[config.mk]
export PLATFORM = sky130hd
export DESIGN_NAME = rcpe_engine
export DESIGN_NICKNAME = d
export VERILOG_FILES = /design/src/rcpe_pkg.sv /design/src/rcpe_engine.sv
export SDC_FILE = /design/constraint.sdc
export NUM_CORES = 2
export LEC_CHECK = 0
export BUFFER_PORTS_ARGS = -buffer_cell sky130_fd_sc_hd__buf_2
export CELL_PAD_IN_SITES_DETAIL_PLACEMENT = 0
export CELL_PAD_IN_SITES_GLOBAL_PLACEMENT = 1
export CORE_MARGIN = 5
export CORE_UTILIZATION = 42
export CTS_CLUSTER_DIAMETER = 30
export DETAILED_ROUTE_END_ITERATION = 6
export PLACE_DENSITY_LB_ADDON = 0.1
export SETUP_SLACK_MARGIN = 0.3
export SLEW_MARGIN = 20
export SYNTH_ARGS = -nofsm -noshare
export SYNTH_HDL_FRONTEND = slang
export SYNTH_SLANG_ARGS = --single-unit
[constraint.sdc]
create_clock -name clk_i -period 4.4 [get_ports clk_i]
set_input_delay 0 -clock clk_i [delete_from_list [all_inputs] [get_ports clk_i]]
set_output_delay 0 -clock clk_i [all_outputs]
set_load 0.01 [all_outputs]
[src/rcpe_pkg.sv]
// constants, property map layout and carrier types of the command and property engine
package rcpe_pkg;

  // command opcodes
  localparam logic [7:0] CMD_POWER_UP = 8'h01;
  localparam logic [7:0] CMD_REV_QUERY = 8'h10;
  localparam logic [7:0] CMD_POWER_DOWN = 8'h11;
  localparam logic [7:0] CMD_PROP_WRITE = 8'h12;
  localparam logic [7:0] CMD_PROP_READ = 8'h13;
  localparam logic [7:0] CMD_IRQ_STATUS = 8'h14;
  localparam logic [7:0] CMD_FIX_ARGS = 8'h15;
  localparam logic [7:0] CMD_FIX_DATA = 8'h16;
  localparam logic [7:0] CMD_RX_FREQ = 8'h20;
  localparam logic [7:0] CMD_RX_SEARCH = 8'h21;
  localparam logic [7:0] CMD_RX_TUNE_RPT = 8'h22;
  localparam logic [7:0] CMD_RX_QUAL_RPT = 8'h23;
  localparam logic [7:0] CMD_RX_DATA_RPT = 8'h24;
  localparam logic [7:0] CMD_RX_GAIN_RPT = 8'h27;
  localparam logic [7:0] CMD_RX_GAIN_FORCE = 8'h28;
  localparam logic [7:0] CMD_TX_FREQ = 8'h30;
  localparam logic [7:0] CMD_TX_POWER = 8'h31;
  localparam logic [7:0] CMD_TX_MEASURE = 8'h32;
  localparam logic [7:0] CMD_TX_TUNE_RPT = 8'h33;
  localparam logic [7:0] CMD_TX_AUDIO_RPT = 8'h34;
  localparam logic [7:0] CMD_TX_GROUP_BUF = 8'h35;
  localparam logic [7:0] CMD_TX_NAME = 8'h36;
  localparam logic [7:0] CMD_PIN_DRIVE_SEL = 8'h80;
  localparam logic [7:0] CMD_PIN_LEVEL = 8'h81;

  // power-up argument: function select and interrupt-pin enable
  localparam logic [3:0] FUNC_RX = 4'h0;
  localparam logic [3:0] FUNC_TX = 4'h2;
  localparam int PWR_IRQ_EN_BIT = 6;
  localparam int ACK_BIT = 0;
  // pin fields in the pin commands: bit 1 is pin one
  localparam int PIN_LSB = 1;

  // status byte positions
  localparam int ST_CTS = 7;
  localparam int ST_ERR = 6;
  localparam int ST_RSQ = 3;
  localparam int ST_RDS = 2;
  localparam int ST_ASQ = 1;
  localparam int ST_STC = 0;

  // transfer sizes
  localparam int CMD_BYTES = 8;
  localparam int RSP_BYTES = 16;

  // command execution time
  localparam int CLK_HZ = 10_000_000;
  localparam int EXEC_NS = 2500;
  localparam int EXEC_CYC = (EXEC_NS * (CLK_HZ / 1_000_000) + 999) / 1000;

  // revision answer, values arbitrary
  localparam logic [7:0] REV_PART = 8'h5A;
  localparam logic [7:0] REV_MAJOR = 8'h31;
  localparam logic [7:0] REV_MINOR = 8'h30;

  // reference clock property range
  localparam logic [15:0] REFCLK_MIN = 16'h799A;
  localparam logic [15:0] REFCLK_MAX = 16'h8666;
  localparam int IDX_REFCLK = 5;

  localparam int PROP_N = 34;
  localparam logic [15:0] PROP_ID [PROP_N] = '{
    16'h0001, 16'h0101, 16'h0102, 16'h0103, 16'h0104, 16'h0201, 16'h0202,
    16'h2100, 16'h2101, 16'h2102, 16'h2103, 16'h2104, 16'h2105, 16'h2106, 16'h2107,
    16'h2200, 16'h2201, 16'h2202, 16'h2203, 16'h2204, 16'h2205,
    16'h2300, 16'h2301, 16'h2302, 16'h2303, 16'h2304,
    16'h2C00, 16'h2C01, 16'h2C02, 16'h2C03, 16'h2C04, 16'h2C05, 16'h2C06, 16'h2C07};
  localparam logic [15:0] PROP_RST [PROP_N] = '{
    16'h0000, 16'h0000, 16'h0000, 16'h0000, 16'h0000, 16'h8000, 16'h0001,
    16'h0003, 16'h1AA9, 16'h02A3, 16'h00C8, 16'h327C, 16'h0000, 16'h0000, 16'h4A38,
    16'h0002, 16'hFFD8, 16'h0000, 16'h0004, 16'h000F, 16'h0066,
    16'h0000, 16'h0000, 16'h0000, 16'h0000, 16'h0000,
    16'h0000, 16'h40A7, 16'h0003, 16'h1008, 16'h0003, 16'h0001, 16'hE0E0, 16'h0000};

  typedef enum logic {ST_IDLE, ST_EXEC} rcpe_fsm_t;

  // command handed to the signal processing behind the engine
  typedef struct packed {
    logic valid;
    logic [7:0] opcode;
    logic [CMD_BYTES-2:0][7:0] args;
  } rcpe_dsp_cmd_t;

  typedef struct packed {
    rcpe_fsm_t fsm;
    logic [15:0] timer;
    logic [3:0] nbytes;
    logic [CMD_BYTES-1:0][7:0] cmd;
    logic [RSP_BYTES-1:0][7:0] rsp;
    logic [3:0] rsp_idx;
    logic cts;
    logic err;
    logic stc;
    logic audio_signal_quality;
    logic rds;
    logic received_signal_quality;
    logic pwr;
    logic mode_tx;
    logic irq_en;
    logic [2:0] pin_oe;
    logic [2:0] pin_lvl;
    logic [PROP_N-1:0][15:0] props;
    logic [7:0] status;
    logic [7:0] rsp_byte;
    logic bus_en;
    logic afc_en;
    logic [2:0] pin_out;
    logic [2:0] pin_oe_n;
    logic rds_pop;
    rcpe_dsp_cmd_t dsp;
  } rcpe_state_t;

endpackage

[src/rcpe_engine.sv]
// command interpreter, property map and general-purpose pins of the transceiver
`timescale 1ns/1ns

// Summary of operation
// - three output pins, each drives low, drives high or floats.
// - pin two may act as interrupt line for tune, quality and data events.
// - reset held disables processing, restores every property default, disables bus.
// - after reset release the device sits powered down.
// - powered down keeps processing off and answers every command except 0x01 with the error bit.
// - a command is one opcode byte followed by its argument bytes.
// - every command answers with at least a status byte with interrupt and ready.
// - 0x01 powers up with mode, 0x10 returns revision, 0x11 powers down.
// - 0x12 writes an addressed property, 0x13 reads it back.
// - 0x14 reports interrupt status bits.
// - 0x15 and 0x16 are reserved patch download commands.
// - transmit 0x30 tunes, 0x31 sets power, 0x32 measures noise.
// - 0x33 reports status of the last transmit tune command.
// - 0x34 audio report, 0x35 group buffer, 0x36 service name strings.
// - 0x80 selects drive or float per pin, 0x81 sets each pin level.
// - receive 0x20 tunes, 0x21 searches, 0x22 reports tune or search result.
// - receive 0x23 reports signal quality, 0x24 returns data and pops one entry.
// - receive 0x27 reports gain settings, 0x28 forces a fixed gain.
// - reference clock property accepts 31130 to 34406 or 0; default 32768.
// - deviation properties count 10 Hz steps; defaults 6825 and 675.
// - multiplex component enable defaults to 0x0003.
// - a command carries at most eight bytes, opcode plus seven arguments.
module rcpe_engine #(
  parameter int EXEC_CYCLES = rcpe_pkg::EXEC_CYC
) (
  input wire logic clk_i,
  input wire logic sys_rst_i,
  input wire logic cmd_wr_i,
  input wire logic [7:0] cmd_byte_i,
  input wire logic cmd_go_i,
  input wire logic rsp_rd_i,
  input wire logic tune_done_i,
  input wire logic asq_evt_i,
  input wire logic rds_evt_i,
  input wire logic rsq_evt_i,
  output logic [7:0] status_o,
  output logic [7:0] rsp_byte_o,
  output logic bus_en_o,
  output logic powered_o,
  output logic mode_tx_o,
  output logic afc_en_o,
  output logic rds_pop_o,
  output rcpe_pkg::rcpe_dsp_cmd_t dsp_cmd_o,
  output logic [rcpe_pkg::PROP_N-1:0][15:0] prop_map_o,
  output logic general_output_one_o,
  output logic general_output_one_oe_n_o,
  output logic general_output_two_irq_o,
  output logic general_output_two_irq_oe_n_o,
  output logic general_output_three_bitclk_o,
  output logic general_output_three_bitclk_oe_n_o
);

  if (EXEC_CYCLES < 1 || EXEC_CYCLES > 65535) begin : g_chk
    $error("EXEC_CYCLES out of range");
  end

  localparam int EXEC_A = EXEC_CYCLES + 1;

  rcpe_pkg::rcpe_state_t s_q;
  rcpe_pkg::rcpe_state_t s_d;

  // property lookup: hit flag and index
  function automatic logic [6:0] prop_find(input logic [15:0] id);
    logic [6:0] r;
    r = '0;
    for (int i = 0; i < rcpe_pkg::PROP_N; i++) begin
      if (rcpe_pkg::PROP_ID[i] == id) begin
        r = {1'b1, 6'(i)};
      end
    end
    return r;
  endfunction

  function automatic rcpe_pkg::rcpe_state_t rst_state();
    rcpe_pkg::rcpe_state_t r;
    r = '0;
    r.fsm = rcpe_pkg::ST_IDLE;
    r.cts = 1'b1;
    r.pin_oe_n = 3'h7;
    r.status = 8'h80;
    r.rsp_byte = 8'h80;
    // control bus stays off while reset is held
    r.bus_en = 1'b0;
    r.afc_en = rcpe_pkg::PROP_RST[rcpe_pkg::IDX_REFCLK] != 16'h0000;
    for (int i = 0; i < rcpe_pkg::PROP_N; i++) begin
      r.props[i] = rcpe_pkg::PROP_RST[i];
    end
    return r;
  endfunction

  logic [7:0] op;
  logic [6:0] hit_idx;
  logic [15:0] pval;
  logic exec_done;
  logic irq_pend;
  assign op = s_q.cmd[0];
  assign hit_idx = prop_find({s_q.cmd[2], s_q.cmd[3]});
  assign pval = {s_q.cmd[4], s_q.cmd[5]};
  assign exec_done = (s_q.fsm == rcpe_pkg::ST_EXEC) && (s_q.timer == 16'h0000);

  always_comb begin
    s_d = s_q;
    s_d.dsp.valid = 1'b0;
    s_d.rds_pop = 1'b0;
    irq_pend = 1'b0;
    case (s_q.fsm)
      rcpe_pkg::ST_IDLE: begin
        // bytes beyond eight are dropped
        if (cmd_wr_i && s_q.cts && s_q.nbytes < 4'(rcpe_pkg::CMD_BYTES)) begin
          s_d.cmd[s_q.nbytes[2:0]] = cmd_byte_i;
          s_d.nbytes = s_q.nbytes + 4'h1;
        end
        if (cmd_go_i && s_q.cts && s_q.nbytes != 4'h0) begin
          s_d.cts = 1'b0;
          s_d.fsm = rcpe_pkg::ST_EXEC;
          s_d.timer = 16'(EXEC_CYCLES - 1);
        end
        if (rsp_rd_i && s_q.cts && s_q.rsp_idx != 4'hF) begin
          s_d.rsp_idx = s_q.rsp_idx + 4'h1;
        end
      end
      rcpe_pkg::ST_EXEC: begin
        if (s_q.timer != 16'h0000) begin
          s_d.timer = s_q.timer - 16'h0001;
        end else begin
          s_d.fsm = rcpe_pkg::ST_IDLE;
          s_d.cts = 1'b1;
          s_d.nbytes = 4'h0;
          s_d.rsp_idx = 4'h0;
          s_d.rsp = '0;
          s_d.err = 1'b0;
          s_d.dsp.opcode = op;
          s_d.dsp.args = s_q.cmd[rcpe_pkg::CMD_BYTES-1:1];
          if (!s_q.pwr && op != rcpe_pkg::CMD_POWER_UP) begin
            s_d.err = 1'b1;
          end else begin
            case (op)
              rcpe_pkg::CMD_POWER_UP: begin
                if (s_q.cmd[1][3:0] == rcpe_pkg::FUNC_RX
                    || s_q.cmd[1][3:0] == rcpe_pkg::FUNC_TX) begin
                  s_d.pwr = 1'b1;
                  s_d.mode_tx = (s_q.cmd[1][3:0] == rcpe_pkg::FUNC_TX);
                  s_d.irq_en = s_q.cmd[1][rcpe_pkg::PWR_IRQ_EN_BIT];
                end else begin
                  s_d.err = 1'b1;
                end
              end
              rcpe_pkg::CMD_REV_QUERY: begin
                s_d.rsp[1] = rcpe_pkg::REV_PART;
                s_d.rsp[2] = rcpe_pkg::REV_MAJOR;
                s_d.rsp[3] = rcpe_pkg::REV_MINOR;
              end
              rcpe_pkg::CMD_POWER_DOWN: begin
                s_d.pwr = 1'b0;
                s_d.irq_en = 1'b0;
              end
              rcpe_pkg::CMD_PROP_WRITE: begin
                if (!hit_idx[6]) begin
                  s_d.err = 1'b1;
                end else if (int'(hit_idx[5:0]) == rcpe_pkg::IDX_REFCLK && pval != 16'h0000
                    && (pval < rcpe_pkg::REFCLK_MIN || pval > rcpe_pkg::REFCLK_MAX)) begin
                  s_d.err = 1'b1;
                end else begin
                  s_d.props[hit_idx[5:0]] = pval;
                end
              end
              rcpe_pkg::CMD_PROP_READ: begin
                if (hit_idx[6]) begin
                  s_d.rsp[2] = s_q.props[hit_idx[5:0]][15:8];
                  s_d.rsp[3] = s_q.props[hit_idx[5:0]][7:0];
                end else begin
                  s_d.err = 1'b1;
                end
              end
              // status alone answers these
              rcpe_pkg::CMD_IRQ_STATUS, rcpe_pkg::CMD_FIX_ARGS, rcpe_pkg::CMD_FIX_DATA: begin
              end
              rcpe_pkg::CMD_PIN_DRIVE_SEL: begin
                s_d.pin_oe = s_q.cmd[1][rcpe_pkg::PIN_LSB +: 3];
              end
              rcpe_pkg::CMD_PIN_LEVEL: begin
                s_d.pin_lvl = s_q.cmd[1][rcpe_pkg::PIN_LSB +: 3];
              end
              rcpe_pkg::CMD_TX_FREQ, rcpe_pkg::CMD_TX_POWER, rcpe_pkg::CMD_TX_MEASURE,
              rcpe_pkg::CMD_TX_NAME, rcpe_pkg::CMD_TX_GROUP_BUF: begin
                s_d.err = !s_q.mode_tx;
                s_d.dsp.valid = s_q.mode_tx;
              end
              rcpe_pkg::CMD_TX_TUNE_RPT, rcpe_pkg::CMD_TX_AUDIO_RPT: begin
                s_d.err = !s_q.mode_tx;
                s_d.dsp.valid = s_q.mode_tx;
                if (s_q.mode_tx && s_q.cmd[1][rcpe_pkg::ACK_BIT]) begin
                  if (op == rcpe_pkg::CMD_TX_TUNE_RPT) begin
                    s_d.stc = 1'b0;
                  end else begin
                    s_d.audio_signal_quality = 1'b0;
                  end
                end
                s_d.rsp[1] = {7'h00, s_q.mode_tx && (op == rcpe_pkg::CMD_TX_TUNE_RPT
                    ? s_q.stc : s_q.audio_signal_quality)};
              end
              rcpe_pkg::CMD_RX_FREQ, rcpe_pkg::CMD_RX_SEARCH, rcpe_pkg::CMD_RX_GAIN_RPT,
              rcpe_pkg::CMD_RX_GAIN_FORCE: begin
                s_d.err = s_q.mode_tx;
                s_d.dsp.valid = !s_q.mode_tx;
              end
              rcpe_pkg::CMD_RX_TUNE_RPT, rcpe_pkg::CMD_RX_QUAL_RPT,
              rcpe_pkg::CMD_RX_DATA_RPT: begin
                s_d.err = s_q.mode_tx;
                s_d.dsp.valid = !s_q.mode_tx;
                if (!s_q.mode_tx && s_q.cmd[1][rcpe_pkg::ACK_BIT]) begin
                  if (op == rcpe_pkg::CMD_RX_TUNE_RPT) begin
                    s_d.stc = 1'b0;
                  end else if (op == rcpe_pkg::CMD_RX_QUAL_RPT) begin
                    s_d.received_signal_quality = 1'b0;
                  end else begin
                    s_d.rds = 1'b0;
                  end
                end
                s_d.rds_pop = !s_q.mode_tx && op == rcpe_pkg::CMD_RX_DATA_RPT;
              end
              default: begin
                s_d.err = 1'b1;
              end
            endcase
          end
        end
      end
      default: begin
        s_d.fsm = rcpe_pkg::ST_IDLE;
      end
    endcase
    // events are taken after acknowledges so a same-cycle event survives
    if (s_q.pwr) begin
      s_d.stc = s_d.stc | tune_done_i;
      s_d.audio_signal_quality = s_d.audio_signal_quality | (asq_evt_i & s_q.mode_tx);
      s_d.rds = s_d.rds | rds_evt_i;
      s_d.received_signal_quality = s_d.received_signal_quality | (rsq_evt_i & !s_q.mode_tx);
    end
    s_d.status = {s_d.cts, s_d.err, 2'b00, s_d.received_signal_quality, s_d.rds, s_d.audio_signal_quality, s_d.stc};
    s_d.rsp_byte = (s_d.rsp_idx == 4'h0) ? s_d.status : s_d.rsp[s_d.rsp_idx];
    irq_pend = |(s_d.status[3:0] & s_d.props[0][3:0]);
    // pin drivers; oe low means driving
    for (int i = 0; i < 3; i++) begin
      s_d.pin_out[i] = s_d.pin_lvl[i];
      s_d.pin_oe_n[i] = !s_d.pin_oe[i];
    end
    if (s_d.irq_en) begin
      s_d.pin_out[1] = !irq_pend;
      s_d.pin_oe_n[1] = 1'b0;
    end
    s_d.bus_en = 1'b1;
    s_d.afc_en = s_d.props[rcpe_pkg::IDX_REFCLK] != 16'h0000;
  end

  always_ff @(posedge clk_i) begin
    if (sys_rst_i) begin
      s_q <= rst_state();
    end else begin
      s_q <= s_d;
    end
  end

  assign status_o = s_q.status;
  assign rsp_byte_o = s_q.rsp_byte;
  assign bus_en_o = s_q.bus_en;
  assign powered_o = s_q.pwr;
  assign mode_tx_o = s_q.mode_tx;
  assign afc_en_o = s_q.afc_en;
  assign rds_pop_o = s_q.rds_pop;
  assign dsp_cmd_o = s_q.dsp;
  assign prop_map_o = s_q.props;
  assign general_output_one_o = s_q.pin_out[0];
  assign general_output_one_oe_n_o = s_q.pin_oe_n[0];
  assign general_output_two_irq_o = s_q.pin_out[1];
  assign general_output_two_irq_oe_n_o = s_q.pin_oe_n[1];
  assign general_output_three_bitclk_o = s_q.pin_out[2];
  assign general_output_three_bitclk_oe_n_o = s_q.pin_oe_n[2];
endmodule

# --- Yosys cells after proc, flatten, opt, wreduce, memory -nomap -nowiden ---
# Cells that the tools add are included.
totals:
  inputBits: 17
  out_inout_bits: 636
  word_cells: 327
  register_bits: 866
classes:
  bitwise: 12
  n_mux: 99
  add_sub_neg: 3
  n_reduce_logical: 46
  n_eq_ne: 67
  magnitude_cmp: 8
op_table:
  columns: ["op", "count"]
  rows:
  - ["two-way mux 544 bit", 3]
  - ["two-way mux 691 bit", 1]
  - ["two-way mux 558 bit", 1]
  - ["two-way mux 557 bit", 1]
  - ["bitwise mux 544 bit", 1]
  - ["equality test 14 x 16 -> 1 bit (first input constant)", 27]
  - ["two-way mux 7 bit", 34]
  - ["two-way mux 66 bit", 2]
  - ["two-way mux 128 bit", 1]
  - ["equality test 8 x 6 -> 1 bit (second input constant)", 14]
  - ["binary-select mux 16 bit (select 6 bit)", 1]
  - ["demux 16 bit (select 6 bit)", 1]
  - ["two-way mux 74 bit", 1]
  - ["two-way mux 68 bit", 1]
  - ["bitwise mux 64 bit", 1]
  - ["equality test 9 x 16 -> 1 bit (first input constant)", 4]
  - ["two-way mux 16 bit", 4]
  - ["equality test 8 x 5 -> 1 bit (second input constant)", 7]
  - ["nonzero test 16 bit", 3]
  - ["one-hot mux 21 bit (2 select lines)", 1]
  - ["binary-select mux 8 bit (select 4 bit)", 1]
  - ["equality test 10 x 16 -> 1 bit (first input constant)", 2]
  - ["one-hot mux 16 bit (2 select lines)", 1]
  - ["demux 8 bit (select 3 bit)", 1]
  - ["other kinds (48)", 121]

# --- Depth between registers and ports, before layout ---
logic_depth:
  ltp_word: 53
  ltp_mapped: 16
  ltp_nobuf: 13

# --- Least setup slack after synthesis ---
# No wires, ideal clock.
synth_timing:
  path_kind: "reg-to-reg"
  from: "reg with a tool-made name"
  to: "reg s_q, in the netlist rsp_byte_o[0]"
  arrival_ps: 3065
  path_slack_ps: 1220
  setup_ps: 115
  stages_incl_launch_ff: 14
  t_required_ps: 4285
  period_less_slack_ps: 3180
  n_path_buf: 2
  path_cell_list: "dfxtp_1 or4_1 buf_4 nor4_4 nand3_2 and4_4 buf_6 o31ai_2 a21oi_1 or4_1 and3_1 o211ai_2 o221ai_1 o21a_1"
synth_lines:
  columns: ["item", "line", "rtl"]
  rows:
  - ["end signal, assigned", "rcpe_engine.sv:262", "s_q <= rst_state();"]
  - ["end, declared", "rcpe_engine.sv:63", "rcpe_pkg::rcpe_state_t s_q;"]

==> flow_metrics.env <==
export IMPL_drt_first_iter_violations=4518
export IMPL_totalNegativeSetupSlack_ns=0
export IMPL_ff_latch_area_sq_um=17100
export IMPL_yosys_top_cells_area="sky130_fd_sc_hd__dfxtp_1, sky130_fd_sc_hd__nand2_1, sky130_fd_sc_hd__buf_4"
export IMPL_grt_antenna_before_repair=3
export IMPL_post_synth_instance_area_sq_um=41700
export IMPL_grt_max_degree=228
export IMPL_crit_path_start_kind="flip-flop"
export IMPL_cp_max_fo=17
export IMPL_report_power_total_uw=25400
export IMPL_setup_worst_path_class="flip-flop to flip-flop"
export IMPL_drt_wirelength_per_cell_um=29.9
export IMPL_start_util_pct=42.3
export IMPL_grt_pass1_wl_um=287000
export IMPL_unrepaired_setup_endpoints_after_global_routing="true"
export IMPL_numPortBuffers=650
export IMPL_period_minus_slack_ns=4.18
export IMPL_post_dp_hpwl_um=142000
export IMPL_synth_seq_cells=854
export IMPL_gp_routability_congestion=0.960
export IMPL_cap_violations=0
export IMPL_placeable_core_area_sq_um=98400
export IMPL_final_max_slew_violation_count=0
export IMPL_max_freq_mhz=239
export IMPL_final_core_util_pct=50.9
export IMPL_stdcell_area_sq_um=50000
export IMPL_drt_wl_total_um=204000
export IMPL_hold_viol_final=0
export IMPL_drt_first_pass_iters=7
export IMPL_final_nets=5390
export IMPL_design_die_area_sq_um=106000
export IMPL_floorplan_die_width_um=325
export IMPL_multi_input_area_sq_um=18400
export IMPL_finalCritPeriodShare_pct=95.0
export IMPL_yosysWarnings=0
export IMPL_synth_seq_area_share_pct=41.0
export IMPL_cts_sink_count=854
export IMPL_worst_r2r_path_depth=13
export IMPL_max_slew_worst_pin_slew_ns=1.35
export IMPL_cts_buffer_depth=3
export IMPL_power_density_cell_area_nw_per_um2=507
export IMPL_reg2reg_setup_slack_ns=0.22
export IMPL_avgViaCountPerCell=5.79
export IMPL_clock_root_buffer="sky130_fd_sc_hd__clkbuf_16"
export IMPL_clkLatencyLatePin_ns=0.80
export IMPL_peakVddDrop_v=0.000398
export IMPL_clkTransAtPathRegs_ns=0.05
export IMPL_tritoncts="yes"
export IMPL_vias=39600
export IMPL_r2r_end="s_q[671]"
export IMPL_first_global_vias=37700
export IMPL_timing_critical_path_to="s_q[671]"
export IMPL_endpoint_kind="flip-flop"
export IMPL_yosysUniqueCellTypes=106
export IMPL_yosysTopAreaCellShare_pct=41.0
export IMPL_grt_total_usage_pct=36.7
export IMPL_drc=0
export IMPL_grt_overflow=0
export IMPL_syn_avg_cell_area_sq_um=7.88
export IMPL_placementRows=115
export IMPL_layout_drive_gt1_share_pct=25.7
export IMPL_total_leakage_power_uw=0.0208
export IMPL_syn_instance_count=5288
export IMPL_die_h_um=325
export IMPL_hold_class="input pin to flip-flop"
export IMPL_postRouteAntennaNets=0
export IMPL_synth_top_cells_by_count="sky130_fd_sc_hd__nand2_1, sky130_fd_sc_hd__dfxtp_1, sky130_fd_sc_hd__a21oi_1"
export IMPL_yosysMostFrequentCell="sky130_fd_sc_hd__nand2_1"
export IMPL_critPathRequiredTime_ns=5.10
export IMPL_htree_num_levels=4
export IMPL_tritoncts_buffer_count=211
export IMPL_num_io_pins=653
export IMPL_ys_flop_type="sky130_fd_sc_hd__dfxtp_1"
export IMPL_setup_viol=0
export IMPL_synthArstFlopShare_pct=0
export IMPL_critPathArrivalTime_ns=4.88
export IMPL_fillers=9717
export IMPL_yosysTopAreaCell="sky130_fd_sc_hd__dfxtp_1"
export IMPL_maxSlewHeadroom_pct=10.2
export IMPL_area_growth_syn_to_layout_pct=20.1
export IMPL_run_status="complete, no violations"
export IMPL_post_dp_cell_area_sq_um=42100
export IMPL_synth_edff_count=0
export IMPL_finalClockSkew_ns=0.0372
routing by layer:
| layer | GRT usage, % | part of all wire, % |
|---|---|---|
| met1 | 46.9 | 40 |
| met2 | 58.2 | 45 |
| met3 | 9.51 | 9.3 |
| met4 | 17.3 | 5.3 |
| met5 | 0.0906 | 0.014 |
layout make-up:
type | instances | area share [%]
Inverter | 19 | 0.148
Timing Repair Buffer | 891 | 10.8
Multi-Input combinational cell | 3392 | 36.7
Clock inverter | 129 | 3.27
Tap cell | 1287 | 3.22
Antenna cell | 1 | 0.00500
Sequential cell | 854 | 34.2
Clock buffer | 269 | 11.6
report_power, final:
| group | switching (uW) | internal, uW |
|---|---|---|
| Clock | 5190 | 10800 |
| Sequential | 103 | 7850 |
| Combinational | 983 | 457 |
| Total | 6280 | 19100 |
timing repair:
| action | 4_1_cts | 5_1_grt |
|---|---|---|
| hold buffers | 16 | 0 |
| endpoints found under the setup margin | 48 | 65 |
| gates resized for setup | 25 | 24 |
| hold endpoints to repair | 124 | 0 |
| setup buffers | 3 | 10 |
| pin swaps | 1 | 3 |
metrics by stage:
| stage | hold WS, ns | worst slack [ns] | std cells |
|---|---|---|---|
| 2_1_floorplan | 0.217 | 1.22 | 5289 |
| 3_3_place_gp | 0.397 | -0.485 | 6414 |
| 3_5_place_dp | 0.396 | -0.130 | 6414 |
| 4_1_cts | 0.131 | 0.198 | 6831 |
| 5_1_grt | 0.194 | 0.204 | 6841 |
| 6_report | 0.176 | 0.221 | 6842 |
cell usage in the layout (no fill, tap or decap), types with 9 or more instances in the layout:
cell	n
sky130_fd_sc_hd__nand2_1	1428
sky130_fd_sc_hd__dfxtp_1	832
sky130_fd_sc_hd__buf_2	649
sky130_fd_sc_hd__a21oi_1	643
sky130_fd_sc_hd__nor2_1	227
sky130_fd_sc_hd__clkbuf_16	212
sky130_fd_sc_hd__buf_4	199
sky130_fd_sc_hd__mux2i_1	186
sky130_fd_sc_hd__and3_1	119
sky130_fd_sc_hd__nand3_1	108
sky130_fd_sc_hd__o22ai_1	68
sky130_fd_sc_hd__o21ai_0	67
sky130_fd_sc_hd__nor3_1	45
sky130_fd_sc_hd__clkinv_2	33
sky130_fd_sc_hd__clkbuf_8	29
sky130_fd_sc_hd__o211ai_1	28
sky130_fd_sc_hd__clkbuf_1	28
sky130_fd_sc_hd__clkinvlp_4	25
sky130_fd_sc_hd__bufinv_16	25
sky130_fd_sc_hd__mux4_2	24
sky130_fd_sc_hd__clkinv_4	24
sky130_fd_sc_hd__mux2_2	23
sky130_fd_sc_hd__buf_12	23
sky130_fd_sc_hd__a22oi_1	22
sky130_fd_sc_hd__a211oi_1	21
sky130_fd_sc_hd__nor3_2	21
sky130_fd_sc_hd__dfxtp_2	21
sky130_fd_sc_hd__o221ai_1	20
sky130_fd_sc_hd__or3_1	19
sky130_fd_sc_hd__inv_1	18
sky130_fd_sc_hd__nand4_1	17
sky130_fd_sc_hd__a31oi_1	17
sky130_fd_sc_hd__dlygate4sd3_1	16
sky130_fd_sc_hd__o21ai_1	13
sky130_fd_sc_hd__inv_6	12
sky130_fd_sc_hd__or4_1	11
sky130_fd_sc_hd__o2111ai_1	9
sky130_fd_sc_hd__a211o_1	9
sky130_fd_sc_hd__nand2b_1	9
logic make-up (layout without fill, tap and decap cells):
kind of cell / Yosys count / count (layout) / share of synthesized area [%]
AND/OR/NAND/NOR: 2115 / 2115 / 22.2
buffers and inverters: 1043 / 1308 / 15.6
AO/OA/AOI/OAI: 1023 / 1023 / 14.3
flip-flops: 854 / 854 / 41.0
multiplexers: 237 / 237 / 6.50
XOR/XNOR: 11 / 11 / 0.231
adder cells (fa/ha/maj): 4 / 4 / 0.120
other: 1 / 3 / 0.00900
worst min path at each step:
stage,cells after the start,slack [ns],end,startpoint
6_report,4,0.18,flip-flop,cmd_byte_i[7]
3_3_place_gp,1,0.40,rsp_byte_o[2],rsp_byte_o[2]
3_5_place_dp,1,0.40,rsp_byte_o[2],rsp_byte_o[2]
5_1_grt,4,0.19,flip-flop,cmd_byte_i[7]
2_1_floorplan,2,0.22,status_o[2],rds_evt_i
4_1_cts,4,0.13,flip-flop,cmd_byte_i[7]
worst max-delay path, stage by stage (launching register included):
cell and delay [ns]:
sky130_fd_sc_hd__dfxtp_1 0.35, sky130_fd_sc_hd__or4_4 0.66, sky130_fd_sc_hd__nor2_1 0.22, sky130_fd_sc_hd__buf_4 0.18, sky130_fd_sc_hd__nand4_1 0.14, sky130_fd_sc_hd__and3_4 0.34, sky130_fd_sc_hd__buf_12 0.21, sky130_fd_sc_hd__nand2_1 0.09
sky130_fd_sc_hd__buf_6 0.27, sky130_fd_sc_hd__o22ai_1 0.19, sky130_fd_sc_hd__a221oi_2 0.38, sky130_fd_sc_hd__nor3_1 0.19, sky130_fd_sc_hd__or4b_1 0.67, sky130_fd_sc_hd__a21oi_1 0.17
(Power assumes the default switching activity.)
